**config.mk**
```make
export PLATFORM = sky130hd
export DESIGN_NAME = adc_result_status_flags
export DESIGN_NICKNAME = d
export VERILOG_FILES = /design/src/core/adc_flags_pkg.sv /design/src/core/sticky_flags.sv /design/src/core/adc_irq.sv /design/src/core/adc_result_status_flags.sv
export SDC_FILE = /design/constraint.sdc
export NUM_CORES = 1
export LEC_CHECK = 0
export BUFFER_PORTS_ARGS = -buffer_cell sky130_fd_sc_hd__buf_2
export CAP_MARGIN = 20
export CORE_MARGIN = 5
export CORE_UTILIZATION = 30
export DETAILED_ROUTE_END_ITERATION = 8
export PLACE_DENSITY = 0.6
export SLEW_MARGIN = 10
export SYNTH_ARGS = -nofsm -noshare
export SYNTH_HDL_FRONTEND = slang
export SYNTH_HIERARCHICAL = 1
export SYNTH_SLANG_ARGS = --single-unit
```
**constraint.sdc**
```tcl
create_clock -name clk -period 3.3 [get_ports clk]
set_input_delay 0.165 -clock clk [delete_from_list [all_inputs] [get_ports clk]]
set_output_delay 0.165 -clock clk [all_outputs]
set_load 0.01 [all_outputs]
```
**src/core/adc_flags_pkg.sv**
```systemverilog
// Constants shared by the converter status-flag block
package adc_flags_pkg;
  localparam int          NCHAN          = 8;
  localparam int          CHAN_W         = 3;
  localparam int          DATA_W         = 10;
  localparam int          ADR_W          = 8;
  localparam int          IRQ_W          = 3;

  // Register byte offsets
  localparam logic [7:0]  OFS_MODE       = 8'h00;
  localparam logic [7:0]  OFS_CHAN_EN    = 8'h04;
  localparam logic [7:0]  OFS_STATUS     = 8'h08;
  localparam logic [7:0]  OFS_LAST       = 8'h0c;
  localparam logic [7:0]  OFS_IRQ_STAT   = 8'h10;
  localparam logic [7:0]  OFS_IRQ_MASK   = 8'h14;
  localparam logic [7:0]  OFS_CHAN_BASE  = 8'h20;

  // Field positions
  localparam int          MODE_SLEEP_BIT = 0;
  localparam int          ST_DONE_LSB    = 0;
  localparam int          ST_OVR_LSB     = 8;
  localparam int          ST_DATA_READY_BIT    = 16;
  localparam int          ST_GOVR_BIT    = 17;
  localparam int          LAST_CHAN_LSB  = 12;
  localparam int          IRQ_RESULT_BIT = 0;
  localparam int          IRQ_CHOVR_BIT  = 1;
  localparam int          IRQ_GOVR_BIT   = 2;

  // Reset values
  localparam logic [NCHAN-1:0] CHAN_EN_RST  = 8'h00;
  localparam logic [IRQ_W-1:0] IRQ_MASK_RST = 3'h0;
  localparam logic [31:0]      BUS_ZERO     = 32'h0000_0000;
endpackage : adc_flags_pkg

```
**src/core/sticky_flags.sv**
```systemverilog
// Vector of sticky flags where a set beats a clear in the same cycle
module sticky_flags #(
  parameter int W = 8
) (
  input  wire logic         clk,    // System clock
  input  wire logic         reset,  // Synchronous reset, active high
  input  wire logic [W-1:0] set,    // Hardware set events
  input  wire logic [W-1:0] clr,    // Clear requests
  output logic      [W-1:0] q       // Flag state
);
  wire [W-1:0] next_q = set | (q & ~clr);

  // Set dominates so no event is lost
  always_ff @(posedge clk)
  begin
    if (reset)
      q <= '0;  // All flags start clear [RULE17]
    else
      q <= next_q;
  end
endmodule // sticky_flags

```
**src/core/adc_irq.sv**
```systemverilog
// Interrupt status, mask and level output for the flag block
module adc_irq (
  input  wire logic                             clk,       // System clock
  input  wire logic                             reset,     // Synchronous reset
  input  wire logic [adc_flags_pkg::IRQ_W-1:0]  event_in,  // Event pulses
  input  wire logic [adc_flags_pkg::IRQ_W-1:0]  w1c,       // Write-one-to-clear bits
  input  wire logic                             mask_we,   // Mask write strobe
  input  wire logic [adc_flags_pkg::IRQ_W-1:0]  mask_wd,   // Mask write data
  output logic      [adc_flags_pkg::IRQ_W-1:0]  status,    // Sticky event bits
  output logic      [adc_flags_pkg::IRQ_W-1:0]  mask,      // Enable mask
  output logic                                  irq        // Level interrupt
);
  // Sticky status, events beat clears
  sticky_flags #(.W(adc_flags_pkg::IRQ_W)) u_stat (
    .clk   (clk),
    .reset (reset),
    .set   (event_in),
    .clr   (w1c),
    .q     (status)
  );

  // Mask register and registered interrupt line
  always_ff @(posedge clk)
  begin
    if (reset)
    begin
      mask <= adc_flags_pkg::IRQ_MASK_RST;
      irq  <= 1'b0;
    end
    else
    begin
      if (mask_we)
        mask <= mask_wd;
      irq <= |(status & mask);
    end
  end
endmodule // adc_irq

```
**src/core/adc_result_status_flags.sv**
```systemverilog
// Converter result registers and status flags behind a Wishbone slave
// Behaviour
// [RULE1] Only a read of last_result clears data_ready; chan_result reads leave it alone.
// [RULE2] An end of conversion on a disabled channel never raises data_ready.
// [RULE3] An enabled end of conversion raises data_ready despite a coincident chan_result read.
// [RULE4] Every enabled end of conversion stores both results and raises data_ready.
// [RULE5] A status read beside an end of conversion still lets global_overrun set or clear.
// [RULE6] global_overrun sets when a conversion completes while data_ready is still high.
// [RULE7] A status read clears global_overrun unless a new overrun arises that cycle.
// [RULE8] A chan_result read beside an end of conversion with data_ready high sets global_overrun.
// [RULE9] Disabling another channel beside an end of conversion still raises global_overrun.
// [RULE10] chan_overrun[x] sets when channel x completes while conv_done[x] is still set.
// [RULE11] A status read clears chan_overrun even when conv_done sets again that cycle.
// [RULE12] conv_done[i] clears on a chan_result[i] read or a last_result read holding channel i.
// [RULE13] A channel disabled during its conversion never raises conv_done.
// [RULE14] A chan_result[z] read clears only conv_done[z], never another channel's flag.
// [RULE15] A sleep setting takes effect only once the next conversion completes.
// [RULE16] A hardware set and a read clear of one flag in one cycle leave the flag set.
// [RULE17] After reset every data_ready, overrun and conv_done flag is zero.
module adc_result_status_flags (
  input  wire logic                                clk,         // 25 MHz system clock
  input  wire logic                                reset,       // Sync reset, active high
  // Wishbone classic slave
  input  wire logic                                wb_cyc_i,    // Bus cycle
  input  wire logic                                wb_stb_i,    // Strobe
  input  wire logic                                wb_we_i,     // Write enable
  input  wire logic [adc_flags_pkg::ADR_W-1:0]     wb_adr_i,    // Byte address
  input  wire logic [3:0]                          wb_sel_i,    // Byte lanes
  input  wire logic [31:0]                         wb_dat_i,    // Write data
  output logic      [31:0]                         wb_dat_o,    // Read data
  output logic                                     wb_ack_o,    // Acknowledge
  // Converter core side
  input  wire logic                                eoc,         // End of conversion pulse
  input  wire logic [adc_flags_pkg::CHAN_W-1:0]    eoc_chan,    // Converted channel
  input  wire logic [adc_flags_pkg::DATA_W-1:0]    eoc_data,    // Conversion result
  output logic      [adc_flags_pkg::NCHAN-1:0]     chan_enable, // Enabled channels
  output logic                                     sleep,       // Sleep in force
  output logic                                     irq          // Interrupt level
);
  localparam int N  = adc_flags_pkg::NCHAN;
  localparam int DW = adc_flags_pkg::DATA_W;
  localparam int CW = adc_flags_pkg::CHAN_W;

  // One-hot decode of a channel number
  function automatic logic [N-1:0] onehot(input logic [CW-1:0] ch);
    logic [N-1:0] v;
    v = '0;
    v[ch] = 1'b1;
    return v;
  endfunction

  // Merge write data into an old word by byte lanes
  function automatic logic [31:0] lane_merge(input logic [31:0] old_w,
                                             input logic [31:0] new_w,
                                             input logic [3:0]  sel);
    logic [31:0] r;
    r = old_w;
    for (int b = 0; b < 4; b++)
      if (sel[b])
        r[8*b +: 8] = new_w[8*b +: 8];
    return r;
  endfunction

  // Flag and result state
  logic [N-1:0]  conv_done;
  logic [N-1:0]  chan_overrun;
  logic [1:0]    glob_flags;
  logic [DW-1:0] chan_result [N];
  logic [DW-1:0] last_result;
  logic [CW-1:0] last_chan;
  logic          sleep_req;
  logic [adc_flags_pkg::IRQ_W-1:0] irq_status;
  logic [adc_flags_pkg::IRQ_W-1:0] irq_mask;
  logic          irq_line;

  wire data_ready     = glob_flags[0];
  wire global_overrun = glob_flags[1];

  // Bus request decode; each access is acted on once, in its first cycle
  wire                req     = wb_cyc_i & wb_stb_i & ~wb_ack_o;
  wire                rd      = req & ~wb_we_i;
  wire                wr      = req & wb_we_i;
  wire [7:0]          adr     = {wb_adr_i[7:2], 2'b00};
  wire                hit_mode  = (adr == adc_flags_pkg::OFS_MODE);
  wire                hit_en    = (adr == adc_flags_pkg::OFS_CHAN_EN);
  wire                hit_stat  = (adr == adc_flags_pkg::OFS_STATUS);
  wire                hit_last  = (adr == adc_flags_pkg::OFS_LAST);
  wire                hit_istat = (adr == adc_flags_pkg::OFS_IRQ_STAT);
  wire                hit_imask = (adr == adc_flags_pkg::OFS_IRQ_MASK);
  wire                hit_chan  = (adr[7:5] == adc_flags_pkg::OFS_CHAN_BASE[7:5]);
  wire [CW-1:0]       chan_idx  = adr[2+CW-1:2];

  // Read side effects
  wire                rd_status = rd & hit_stat;
  wire                rd_last   = rd & hit_last;
  wire                rd_chan   = rd & hit_chan;

  // Conversion acceptance: a disabled channel stores nothing [RULE2] [RULE13]
  wire                eoc_ok    = eoc & chan_enable[eoc_chan];
  wire [N-1:0]        eoc_hot   = eoc_ok ? onehot(eoc_chan) : '0;

  // conv_done clear terms [RULE12] [RULE14]
  wire [N-1:0]        done_clr  = (rd_chan ? onehot(chan_idx) : '0)
                                | (rd_last ? onehot(last_chan) : '0);

  // Per-channel overrun on an unread result [RULE10]
  wire [N-1:0]        ovr_set   = eoc_hot & conv_done;
  wire [N-1:0]        ovr_clr   = {N{rd_status}};           // [RULE11]

  // data_ready set on every stored result, cleared only by last_result read
  wire                data_ready_set  = eoc_ok;                   // [RULE3] [RULE4]
  wire                data_ready_clr  = rd_last;                  // [RULE1]

  // Global overrun independent of any other access in the cycle
  wire                govr_set  = eoc_ok & data_ready;      // [RULE6] [RULE8] [RULE9]
  wire                govr_clr  = rd_status;                // [RULE5] [RULE7]

  // Status word as seen before this cycle's side effects
  wire [31:0]         status_word = ({24'h0, conv_done} << adc_flags_pkg::ST_DONE_LSB)
                                  | ({24'h0, chan_overrun} << adc_flags_pkg::ST_OVR_LSB)
                                  | ({31'h0, data_ready} << adc_flags_pkg::ST_DATA_READY_BIT)
                                  | ({31'h0, global_overrun} << adc_flags_pkg::ST_GOVR_BIT);
  wire [31:0]         last_word   = {22'h0, last_result}
                                  | ({29'h0, last_chan} << adc_flags_pkg::LAST_CHAN_LSB);
  wire [31:0]         chan_word   = {22'h0, chan_result[chan_idx]};
  wire [31:0]         mode_word   = {31'h0, sleep_req};

  // Register write values, byte lanes honoured
  wire [31:0]         mode_wd   = lane_merge(mode_word, wb_dat_i, wb_sel_i);
  wire [31:0]         en_wd     = lane_merge({24'h0, chan_enable}, wb_dat_i, wb_sel_i);
  wire [31:0]         imask_wd  = lane_merge({29'h0, irq_mask}, wb_dat_i, wb_sel_i);
  wire [31:0]         w1c_wd    = lane_merge(32'h0, wb_dat_i, wb_sel_i);
  wire [adc_flags_pkg::IRQ_W-1:0] irq_w1c =
                      (wr & hit_istat) ? w1c_wd[adc_flags_pkg::IRQ_W-1:0] : '0;

  // Interrupt events
  wire [adc_flags_pkg::IRQ_W-1:0] irq_events = {govr_set, |ovr_set, data_ready_set};

  // Read multiplexer; unmapped addresses read zero
  logic [31:0] next_dat;
  always_comb
  begin
    next_dat = adc_flags_pkg::BUS_ZERO;
    if (hit_mode)
      next_dat = mode_word;
    else if (hit_en)
      next_dat = {24'h0, chan_enable};
    else if (hit_stat)
      next_dat = status_word;
    else if (hit_last)
      next_dat = last_word;
    else if (hit_istat)
      next_dat = {29'h0, irq_status};
    else if (hit_imask)
      next_dat = {29'h0, irq_mask};
    else if (hit_chan)
      next_dat = chan_word;
  end

  // Per-channel flags, set beats clear, zero after reset [RULE16] [RULE17]
  sticky_flags #(.W(N)) u_done (
    .clk   (clk),
    .reset (reset),
    .set   (eoc_hot),
    .clr   (done_clr),
    .q     (conv_done)
  );

  sticky_flags #(.W(N)) u_ovr (
    .clk   (clk),
    .reset (reset),
    .set   (ovr_set),
    .clr   (ovr_clr),
    .q     (chan_overrun)
  );

  // Global flags: bit 0 data_ready, bit 1 global_overrun [RULE16]
  sticky_flags #(.W(2)) u_glob (
    .clk   (clk),
    .reset (reset),
    .set   ({govr_set, data_ready_set}),
    .clr   ({govr_clr, data_ready_clr}),
    .q     (glob_flags)
  );

  // Event status, mask and interrupt line
  adc_irq u_irq (
    .clk      (clk),
    .reset    (reset),
    .event_in (irq_events),
    .w1c      (irq_w1c),
    .mask_we  (wr & hit_imask),
    .mask_wd  (imask_wd[adc_flags_pkg::IRQ_W-1:0]),
    .status   (irq_status),
    .mask     (irq_mask),
    .irq      (irq_line)
  );

  // Bus answer: ack one cycle after the request, data registered with it
  always_ff @(posedge clk)
  begin
    if (reset)
    begin
      wb_ack_o <= 1'b0;
      wb_dat_o <= adc_flags_pkg::BUS_ZERO;
    end
    else
    begin
      wb_ack_o <= req;
      if (rd)
        wb_dat_o <= next_dat;
    end
  end

  // Control registers written by software
  always_ff @(posedge clk)
  begin
    if (reset)
    begin
      chan_enable <= adc_flags_pkg::CHAN_EN_RST;
      sleep_req   <= 1'b0;
    end
    else
    begin
      if (wr & hit_en)
        chan_enable <= en_wd[N-1:0];
      if (wr & hit_mode)
        sleep_req <= mode_wd[adc_flags_pkg::MODE_SLEEP_BIT];
    end
  end

  // Sleep setting only applied when a conversion completes [RULE15]
  always_ff @(posedge clk)
  begin
    if (reset)
      sleep <= 1'b0;
    else if (eoc)
      sleep <= sleep_req;
  end

  // Result storage on an accepted conversion [RULE4]
  always_ff @(posedge clk)
  begin
    if (reset)
    begin
      last_result <= '0;
      last_chan   <= '0;
    end
    else if (eoc_ok)
    begin
      last_result <= eoc_data;
      last_chan   <= eoc_chan;
    end
  end

  // Per-channel result array, no reset needed for data
  always_ff @(posedge clk)
  begin
    if (eoc_ok)
      chan_result[eoc_chan] <= eoc_data;
  end

  // Interrupt output straight from a flip-flop
  assign irq = irq_line;
endmodule // adc_result_status_flags

```
==> results of run 1 <==
final cells by class:
class / count / area, um2
sequential: 147 / 3744
antenna: 1 / 2.502
multi-input combinational: 361 / 2626
tap: 280 / 350.3
clock buffer: 17 / 425.4
inverter: 32 / 120.1
clock inverter: 12 / 117.6
timing repair buffer: 87 / 526.8
fill: 2197 / 13980
registers in the layout, indices dropped and copies added, names as in the netlist:
register,count
chan_result,80
wb_dat_o,18
last_result,10
chan_enable,8
u_done/q,8
u_ovr/q,8
last_chan,3
u_irq/mask,3
u_irq/u_stat/q,3
u_glob/q,2
sleep,1
sleep_req,1
u_irq/irq,1
wb_ack_o,1
worst max path at each step:
stage | to | cells after the start | slack, ps | start
2_1_floorplan | chan_result[0][0]$_DFFE_PP_ | 6 | 890 | chan_enable[3]$_SDFFE_PP0P_
3_3_place_gp | chan_result[0][7]$_DFFE_PP_ | 6 | 570 | eoc_chan[2]
3_5_place_dp | chan_result[0][0]$_DFFE_PP_ | 6 | 480 | eoc_chan[0]
4_1_cts | chan_result[0][5]$_DFFE_PP_ | 5 | 530 | chan_enable[4]$_SDFFE_PP0P_
5_1_grt | chan_result[0][8]$_DFFE_PP_ | 6 | 850 | chan_enable[7]$_SDFFE_PP0P_
6_report | chan_result[0][2]$_DFFE_PP_ | 6 | 910 | chan_enable[4]$_SDFFE_PP0P_
through the flow:
stage | std cells | hold WS (ps) | power [uW]
6_report | 937 | 15.61 | 3948
5_1_grt | 936 | 10.17 | 4092
4_1_cts | 935 | 8.924 | 3979
3_5_place_dp | 901 | 405.4 | 2174
3_3_place_gp | 901 | 402.2 | 2173
2_1_floorplan | 586 | 234.1 | 2103
where the power goes:
part / internal [uW] / switching [uW] / leakage, uW
Combinational: 69.8 / 138 / 0.00133
Clock: 1090 / 723 / 0.000261
Sequential: 1930 / 1.66 / 0.00126
worst max-delay path: stages, from the launching register on:
cell and delay [ps]:
dfxtp_1 430, mux4_2 290, mux2_4 160, nand2_4 190, or2_1 380, nor3_2 400
buf_6 240
repair_timing:
action | in CTS | in global routing
buffers inserted | 0 | 0
endpoints found under the hold margin | 5 | 0
hold buffers | 5 | 0
cells in the mapped netlist (all sizes together) (2+ instances only):
master / n / share of area
nor2: 54 / 0.031
a22oi: 8 / 0.0090
and2: 4 / 0.0037
nor3: 17 / 0.014
nor4: 2 / 0.0019
a311o: 2 / 0.0030
a21oi: 45 / 0.043
nand2b: 31 / 0.047
o21ai: 13 / 0.0097
or2: 3 / 0.0028
mux2i: 33 / 0.049
mux2: 25 / 0.043
dfxtp: 67 / 0.20
o32ai: 4 / 0.0052
a31oi: 2 / 0.0019
nor2b: 10 / 0.0093
edfxtp: 80 / 0.36
nand3b: 2 / 0.0022
mux4: 10 / 0.034
nand4b: 2 / 0.0026
clkbuf: 14 / 0.0078
inv: 32 / 0.018
buf: 32 / 0.033
nand2: 26 / 0.016
or3: 2 / 0.0019
a32oi: 2 / 0.0026
o22ai: 14 / 0.013
a211oi: 13 / 0.015
nand3: 13 / 0.0097
logic make-up after synthesis:
group                  count (synthesis)  synth area share
other                                  1         0.0005593
muxes                                 68            0.1254
buffers and inverters                 78           0.05878
AOI/OAI and AO/OA                    109            0.1093
and+or+nand+nor                      170            0.1476
DFF                                  147            0.5583
layer usage:
metal  up-vias  track usage  wire (um)
li1       2197            -          -
met1      2314       0.1900       8026
met2       163       0.1977       7620
met3        18      0.04220       1437
met4         2      0.03955        188
met5         -            0         13
==> summary.txt, run 1 <==
Final layout
  – P&R area growth vs syn: 18.01%
  – Final Net Count: 709
  – Final core occ: 0.3615
  – Commonest non-fill, non-tap cell in the layout: edfxtp_1
  – Design area: 0.007913 mm2
  – Commonest cells after routing, fill and taps aside: edfxtp_1 (80), dfxtp_1 (67), buf_2 (62)
  – Share of cells above drive strength 1: 0.2805

Global routing
  – Largest net degree at the start of global routing: 33
  – Vias in the first global route: 4484
  – Initial antenna violation count: 1
  – Total track usage: 0.1344
  – First-pass GRT wire length: 26.51 mm
  – GR Overflow Total: 0

Clock tree
  – Clock root buffer: clkbuf_16
  – Clock transition at the registers of the reported paths: 60 ps
  – CTS buffer count: 17
  – # clock sinks: 147
  – CTS tree: done
  – Post_cts resized: 0
  – Later-pin clock latency in the skew report: 420 ps
  – Htree depth: 4
  – Maximum root-to-sink buffer count: 2

Synth
  – Syn avg cell area: 11.70 um2
  – Post-synth cell types: 51
  – Synth Warn #: 6
  – Synthesized area: 0.006705 mm2
  – Seq/Total Area, Yosys: 0.5583
  – Top_reg_cell synth: edfxtp_1
  – Flop and latch count out of synthesis: 147
  – Post-synth EDFFs: 80
  – Post-Syn Instances: 573
  – Post-synth ARST share: 0

Floorplanning
  – Core Footprint: 0.02189 mm2
  – Initial core utilization: 0.3063
  – Die ar.: 0.02544 mm2
  – Die Span Y: 159.5 um
  – Rows: 54
  – Boundary Pins: 106
  – DIE WIDTH: 159.5 um

Timing
  – Tightest Pin Transition: 775.1 ps
  – Final Hold Vio Count: 0
  – Min Tclk post-route: 2394 ps
  – Slew Viols, Final: 0
  – Relative slew slack: 0.4805
  – Worst Slack Setup Final: 905.7 ps
  – Final worst-path cycle share: 0.7255
  – RSZ-0062 raised after global routing: no
  – Final Setup Violations: 0
  – Fmax: 417.7 MHz
  – Setup TNS: 0 ps
  – Clk_skew: 5.974 ps

Route
  – WL final: 17.29 mm
  – DR vias: 4694
  – Antenna-violating nets left: 0
  – Residual DRC: 0
  – Initial DRC count: 349
  – First-pass iteration count of the detailed router: 5
  – WL/cell: 18.45 um
  – Vias per Instance: 5.010

Placement
  – Post-DP HPWL: 11.91 mm
  – Pre-CTS setup slack: 480.0 ps
  – GP Congestion: 0.8239
  – Port bufs: 62
  – Dpl cell area: 0.007306 mm2

Power
  – Leakage power: 0.002846 uW
  – PwrDens: 498.9 mW/mm2
  – Max rail drop VDD: 0.2545 mV

Setup path
  – Peak fanout along the critical path: 16
  – Reg2reg path depth: 6
  – Data arrival time of the critical path: 2520 ps
  – FF-to-FF End: chan_result[0][2]$_DFFE_PP_
  – WS Path Type: flip-flop to flip-flop
  – CP required: 3430 ps
  – CP Capture Type: flip-flop
  – Crit start category: flip-flop
  – FF-to-FF Start: chan_enable[4]$_SDFFE_PP0P_
  – Worst reg-to-reg setup slack: 910 ps

Worst hold path
  – Hold Crit Class: primary input to flip-flop
  – Hold depth: 3
  – Hold_sp: wb_dat_i[6]
  – Hold Path Sink: chan_enable[6]$_SDFFE_PP0P_

Status
  – Status: completed

Run
  – Max-cap violations: 0
(Power assumes the default switching activity.)
==> run 2, diff against run 1 <==
--- a/config.mk
+++ b/config.mk
@@ -10,7 +10,7 @@
 export CORE_MARGIN = 5
 export CORE_UTILIZATION = 30
 export DETAILED_ROUTE_END_ITERATION = 8
-export PLACE_DENSITY = 0.6
+export PLACE_DENSITY = 0.61
 export SLEW_MARGIN = 10
 export SYNTH_ARGS = -nofsm -noshare
 export SYNTH_HDL_FRONTEND = slang
==> constraint.sdc (replaced) <==
create_clock -name clk -period 2.1 [get_ports clk]
set_input_delay 0.105 -clock clk [delete_from_list [all_inputs] [get_ports clk]]
set_output_delay 0.105 -clock clk [all_outputs]
set_load 0.01 [all_outputs]
==> summary.txt, run 2 (synthesized netlist as in run 1, its figures left out) <==
Floorplanning
  – Core Footprint: 0.02189 mm2
  – Initial core utilization: 0.3063
  – Rows: 54
  – Boundary Pins: 106
  – DIE WIDTH: 159.5 um
  – Die ar.: 0.02544 mm2
  – Die Span Y: 159.5 um

Power
  – Switching Fraction: 0.2461
  – Switching Power: 1549 uW
  – PwrDens: 760.3 mW/mm2
  – Leakage power: 0.003042 uW
  – Comb power frac: 0.059
  – Clock share of power: 0.459
  – Int Pwr: 4745 uW
  – Max rail drop VDD: 0.3814 mV
  – Flop pwr share: 0.482

Route
  – WL final: 17.31 mm
  – WL/cell: 17.72 um
  – Initial DRC count: 357
  – Antenna-violating nets left: 0
  – Residual DRC: 0
  – Vias per Instance: 4.845
  – First-pass iteration count of the detailed router: 5
  – DR vias: 4734

Worst hold path
  – Hold Path Sink: u_irq/mask[2]$_SDFFE_PP0P_
  – Hold depth: 5
  – Hold_sp: wb_sel_i[0]
  – Hold Crit Class: primary input to flip-flop

Final layout
  – P&R area growth vs syn: 23.47%
  – Number of diodes: 0
  – Final Net Count: 747
  – Area of the multi-input gates: 0.002629 mm2
  – Share of cells above drive strength 1: 0.3056
  – Number of flip-flops in the largest register: 80
  – Biggest regs: chan_result x80, wb_dat_o x18, last_result x10
  – Finished Layout Cells: 977
  – FILL cells: 2156
  – Largest reg by FF count: chan_result
  – Commonest cells after routing, fill and taps aside: edfxtp_1 (80), dfxtp_1 (67), buf_2 (62)
  – Seq. cell area: 0.003744 mm2
  – Commonest non-fill, non-tap cell in the layout: edfxtp_1

Timing
  – Final Hold Vio Count: 0
  – Fmax: 514.4 MHz
  – RSZ-0062 raised after global routing: no
  – Slew Viols, Final: 0
  – Clk_skew: 9.217 ps
  – Tightest Pin Transition: 510.4 ps
  – Final worst-path cycle share: 0.9256
  – Worst Slack Setup Final: 156.2 ps
  – Final Setup Violations: 0
  – Relative slew slack: 0.6585
  – Min Tclk post-route: 1944 ps

Setup path
  – CP Capture Type: flip-flop
  – Crit start category: flip-flop
  – Reg2reg path depth: 6
  – WS Path Type: flip-flop to flip-flop
  – CP required: 2270 ps
  – Peak fanout along the critical path: 11
  – FF-to-FF End: chan_result[5][7]$_DFFE_PP_
  – Data arrival time of the critical path: 2110 ps
  – FF-to-FF Start: chan_enable[0]$_SDFFE_PP0P_
  – Worst reg-to-reg setup slack: 160 ps

Run
  – Max-cap violations: 0

Placement
  – Post-DP HPWL: 12.21 mm
  – Pre-CTS setup slack: 173.6 ps
  – Placed insts: 923
  – GP Congestion: 0.8523
  – Port bufs: 62

Clock tree
  – Later-pin clock latency in the skew report: 430 ps
  – Post-CTS Setup Inserts: 0
  – # clock sinks: 147
  – Clock root buffer: clkbuf_16
  – Clock transition at the registers of the reported paths: 70 ps
  – Maximum root-to-sink buffer count: 2
  – Htree depth: 4
  – CTS buffer count: 17
  – CTS tree: done

Global routing
  – GR Overflow Total: 0
  – Largest net degree at the start of global routing: 45
  – Vias in the first global route: 4636
  – Initial antenna violation count: 0
  – First-pass GRT wire length: 27.24 mm
  – Total track usage: 0.1378

Status
  – Status: completed
[run 2: worst max-delay path, stage by stage, from the launching register on]
cell and delay [ps]:
dfxtp_1 350, mux4_2 490, mux2_4 300, nand2_4 70, or2_1 190, nor2_1 70
buf_4 210
[run 2: power by group through the flow]
stage	clock (uW)	sequential (uW)	combinational, uW
final	2890	3030	373
after CTS	2960	3030	373
after floorplan	0	3100	206
after global placement	0	3100	338
after detailed placement	0	3100	340
after global routing	3080	3030	407
[run 2: routing by layer]
metal | vias up | GRT usage | wire length (um)
met3 | 21 | 0.04116 | 1214
li1 | 2280 | - | -
met2 | 159 | 0.2021 | 7624
met5 | - | 0 | 0
met1 | 2274 | 0.1933 | 8139
met4 | 0 | 0.04847 | 330
[run 2: worst max-delay path by stage]
stage / cells past startpoint / slack [ps] / endpoint / from
detailed placement: 6 / 170 / chan_result[5][9]$_DFFE_PP_ / chan_enable[0]$_SDFFE_PP0P_
global route: 8 / 90 / u_done/q[5]$_SDFF_PP0_ / chan_enable[0]$_SDFFE_PP0P_
floorplan: 6 / -20 / chan_result[1][0]$_DFFE_PP_ / chan_enable[3]$_SDFFE_PP0P_
finish: 6 / 160 / chan_result[5][7]$_DFFE_PP_ / chan_enable[0]$_SDFFE_PP0P_
CTS: 6 / 150 / chan_result[5][9]$_DFFE_PP_ / chan_enable[0]$_SDFFE_PP0P_
global placement: 6 / 150 / chan_result[5][1]$_DFFE_PP_ / chan_enable[0]$_SDFFE_PP0P_
[run 2: metrics by stage]
| step | area (um2) | util | TNS (ps) | power, uW | hold slack [ps] |
|---|---|---|---|---|---|
| 3_3_place_gp | 7496 | 0.3424 | 0 | 3434 | 346.1 |
| 2_1_floorplan | 6759 | - | -359.2 | 3305 | 174.1 |
| 4_1_cts | 8277 | 0.3781 | 0 | 6364 | 89.54 |
| 5_1_grt | 8279 | 0.3782 | 0 | 6522 | 138.1 |
| 6_report | 8279 | 0.3782 | 0 | 6295 | 106.5 |
| 3_5_place_dp | 7496 | 0.3424 | 0 | 3436 | 341.5 |
[run 2: area by class of cell]
class | count | share of cell area
Sequential cell | 147 | 0.4522
Clock buffer | 17 | 0.05138
Multi-Input combinational cell | 361 | 0.3175
Clock inverter | 15 | 0.01632
Tap cell | 280 | 0.04232
Inverter | 32 | 0.01451
Timing Repair Buffer | 125 | 0.1058
[run 2: what timing repair did]
action | in CTS | in global routing
hold endpoints to repair | 89 | 0
hold buffers | 22 | 0
setup endpoints to repair | 0 | 1
gates resized for setup | 0 | 1
==> run 3, diff against run 2 <==
--- a/config.mk
+++ b/config.mk
@@ -10,9 +10,8 @@
 export CORE_MARGIN = 5
 export CORE_UTILIZATION = 30
 export DETAILED_ROUTE_END_ITERATION = 8
-export PLACE_DENSITY = 0.61
+export PLACE_DENSITY = 0.62
 export SLEW_MARGIN = 10
 export SYNTH_ARGS = -nofsm -noshare
 export SYNTH_HDL_FRONTEND = slang
-export SYNTH_HIERARCHICAL = 1
 export SYNTH_SLANG_ARGS = --single-unit
==> summary.txt, run 3 <==
Floorplanning
  – Die ar.: 0.02440 mm2
  – Core Footprint: 0.02102 mm2
  – Die Span Y: 156.2 um
  – Rows: 53
  – DIE WIDTH: 156.2 um
  – Boundary Pins: 106
  – Initial core utilization: 0.3051

Synth
  – Flop and latch count out of synthesis: 147
  – Simple-Gate Fraction of Synth Area: 0.1219
  – Count leader, synth: edfxtp_1
  – Post-synth cell types: 59
  – Synth Area in Compound Gates: 0.09676
  – Post-Syn Instances: 503
  – Post-synthesis xor/xnor area fraction: 0
  – Post-synth ARST share: 0
  – Mux cell area share after synthesis: 0.1510
  – Synthesized area: 0.006414 mm2
  – Share of the synthesized area in the top cell type: 0.3746
  – Seq/Total Area, Yosys: 0.5837
  – Synth top area cells: edfxtp_1 (37%), dfxtp_1 (21%), mux4_2 (7.7%), mux2i_1 (5.6%), nand2_1 (2.5%)
  – Post-synth top area cell: edfxtp_1
  – Post-synth EDFFs: 80
  – Largest family of logic cells by synthesized area: multiplexers
  – Top_reg_cell synth: edfxtp_1
  – Synth Area in Adders: 0
  – Synth Warn #: 0
  – Commonest cells in the netlist: edfxtp_1 (80), dfxtp_1 (67), nand2_1 (42)
  – Syn avg cell area: 12.75 um2

Route
  – DR vias: 4601
  – WL final: 16.85 mm
  – Antenna-violating nets left: 0
  – WL/cell: 18.87 um
  – Vias per Instance: 5.152
  – Residual DRC: 0
  – Initial DRC count: 479
  – First-pass iteration count of the detailed router: 5

Power
  – PwrDens: 829.4 mW/mm2
  – Max rail drop VDD: 0.4436 mV
  – Leakage power: 0.002872 uW

Final layout
  – P&R area growth vs syn: 24.19%
  – Finished Layout Cells: 893
  – Commonest non-fill, non-tap cell in the layout: edfxtp_1
  – Largest reg by FF count: chan_result
  – Number of flip-flops in the largest register: 80
  – Number of diodes: 0
  – Final Net Count: 669
  – Share of cells above drive strength 1: 0.2751
  – Design area: 0.007965 mm2
  – Commonest cells after routing, fill and taps aside: edfxtp_1 (80), dfxtp_1 (67), buf_2 (62)
  – Biggest regs: chan_result x80, wb_dat_o x18, last_result x10

Status
  – Status: completed

Setup path
  – CP Buf/Inv Count: 0
  – Crit start category: flip-flop
  – Peak fanout along the critical path: 10
  – Delay-heaviest family, CP: simple AND/OR/NAND/NOR gates
  – Data arrival time of the critical path: 2000 ps
  – CP required: 2150 ps
  – CP cell instances: mux4_2, nand3_1, nor2_1
  – Worst path slowest cell: nor2_1
  – Worst reg-to-reg setup slack: 150 ps
  – WS Path Type: flip-flop to flip-flop
  – CP Capture Type: flip-flop
  – CP max stage delay: 790 ps

Placement
  – Dpl cell area: 0.007204 mm2
  – Post-DP HPWL: 12.14 mm
  – Placed insts: 847
  – GP Congestion: 0.8723
  – Port bufs: 62

Clock tree
  – Clock transition at the registers of the reported paths: 60 ps
  – Post-CTS Setup Inserts: 0
  – Htree depth: 4
  – Maximum root-to-sink buffer count: 2
  – CTS tree: done
  – Post_cts resized: 0
  – CTS buffer count: 17
  – Clock root buffer: clkbuf_16
  – Later-pin clock latency in the skew report: 430 ps
  – # clock sinks: 147
  – # hold bufs at CTS: 15

Global routing
  – Vias in the first global route: 4618
  – GR Overflow Total: 0
  – Largest net degree at the start of global routing: 24
  – Initial antenna violation count: 0
  – First-pass GRT wire length: 26.16 mm
  – Total track usage: 0.1404

Timing
  – Setup TNS: 0 ps
  – Relative slew slack: 0.3381
  – Tightest Pin Transition: 989.1 ps
  – Min Tclk post-route: 1953 ps
  – Final Setup Violations: 0
  – Final Hold Vio Count: 0
  – Final worst-path cycle share: 0.9302
  – Clk_skew: 10.54 ps
  – Slew Viols, Final: 0
  – RSZ-0062 raised after global routing: no
  – Fmax: 511.9 MHz

Run
  – Max-cap violations: 0

Worst hold path
  – Hold Crit Class: primary input to flip-flop
## run 3: changes by cell type in the layout (fill, tap and decap cells not counted), sizes merged, moves of 7 or more
| cell | previous run | this run |
|---|---|---|
| a21oi | 45 | 12 |
| inv | 42 | 13 |
| nand2b | 31 | 6 |
| nor2 | 54 | 35 |
| nand2 | 26 | 42 |
| mux2 | 25 | 10 |
| nor3 | 17 | 3 |
| mux4 | 10 | 22 |
| o22ai | 14 | 2 |
| a211oi | 13 | 2 |
| o21ai | 13 | 2 |
| a22oi | 8 | 16 |
| dlygate4sd3 | 22 | 15 |
## run 3: worst reg2reg max path, delay by kind of cell (launching register included)
kind / cells / cell delay (ps)
simple gates: 2 / 960
mux: 1 / 270
flops: 1 / 340
## run 3: layout make-up
class,instances,area (um2)
Tap cell,275,344.1
Multi-Input combinational cell,311,2441
Timing Repair Buffer,119,788.3
Inverter,10,37.54
Clock buffer,17,425.4
Fill cell,1983,13060
Sequential cell,147,3744
Clock inverter,14,185.2
## run 3: cell families after synthesis
kind of cell           count (synthesis)
AO/OA/AOI/OAI                         80
buffers and inverters                 58
flip-flops                           147
multiplexers                          68
other                                  1
AND/OR/NAND/NOR                      149
## run 3: final timing paths
kind	startpoint	to	cells past startpoint
hold reg to reg	wb_dat_o[14]$_SDFFE_PP0P_	wb_dat_o[14]$_SDFFE_PP0P_	2
setup / recovery	chan_enable[7]$_SDFFE_PP0P_	chan_result[6][2]$_DFFE_PP_	3
hold / removal	eoc_data[3]	chan_result[2][3]$_DFFE_PP_	1
setup reg to reg	chan_enable[7]$_SDFFE_PP0P_	chan_result[6][2]$_DFFE_PP_	3
## run 3: stage by stage
step	total power (uW)	worst slack [ps]	util	hold WS [ps]
after floorplan	3353	59.00	-	203.9
after global placement	3476	134.5	0.3427	356.3
after detailed placement	3484	79.87	0.3427	359.1
after CTS	6651	82.75	0.3789	0.6220
after global routing	6837	90.94	0.3789	2.502
final	6606	146.6	0.3789	4.813
## run 3: power by group
| part | switching (uW) | total, uW | internal, uW |
|---|---|---|---|
| Combinational | 234 | 393 | 158 |
| Clock | 1180 | 3160 | 1980 |
| Sequential | 12.8 | 3060 | 3040 |
| Total | 1430 | 6610 | 5180 |
## run 3: per-layer routing
metal,wire length [um],track usage,vias to the layer above
met3,1298,0.03982,17
li1,-,-,2108
met4,202,0.03554,0
met2,8378,0.2361,190
met5,0,0,-
met1,6969,0.1794,2286
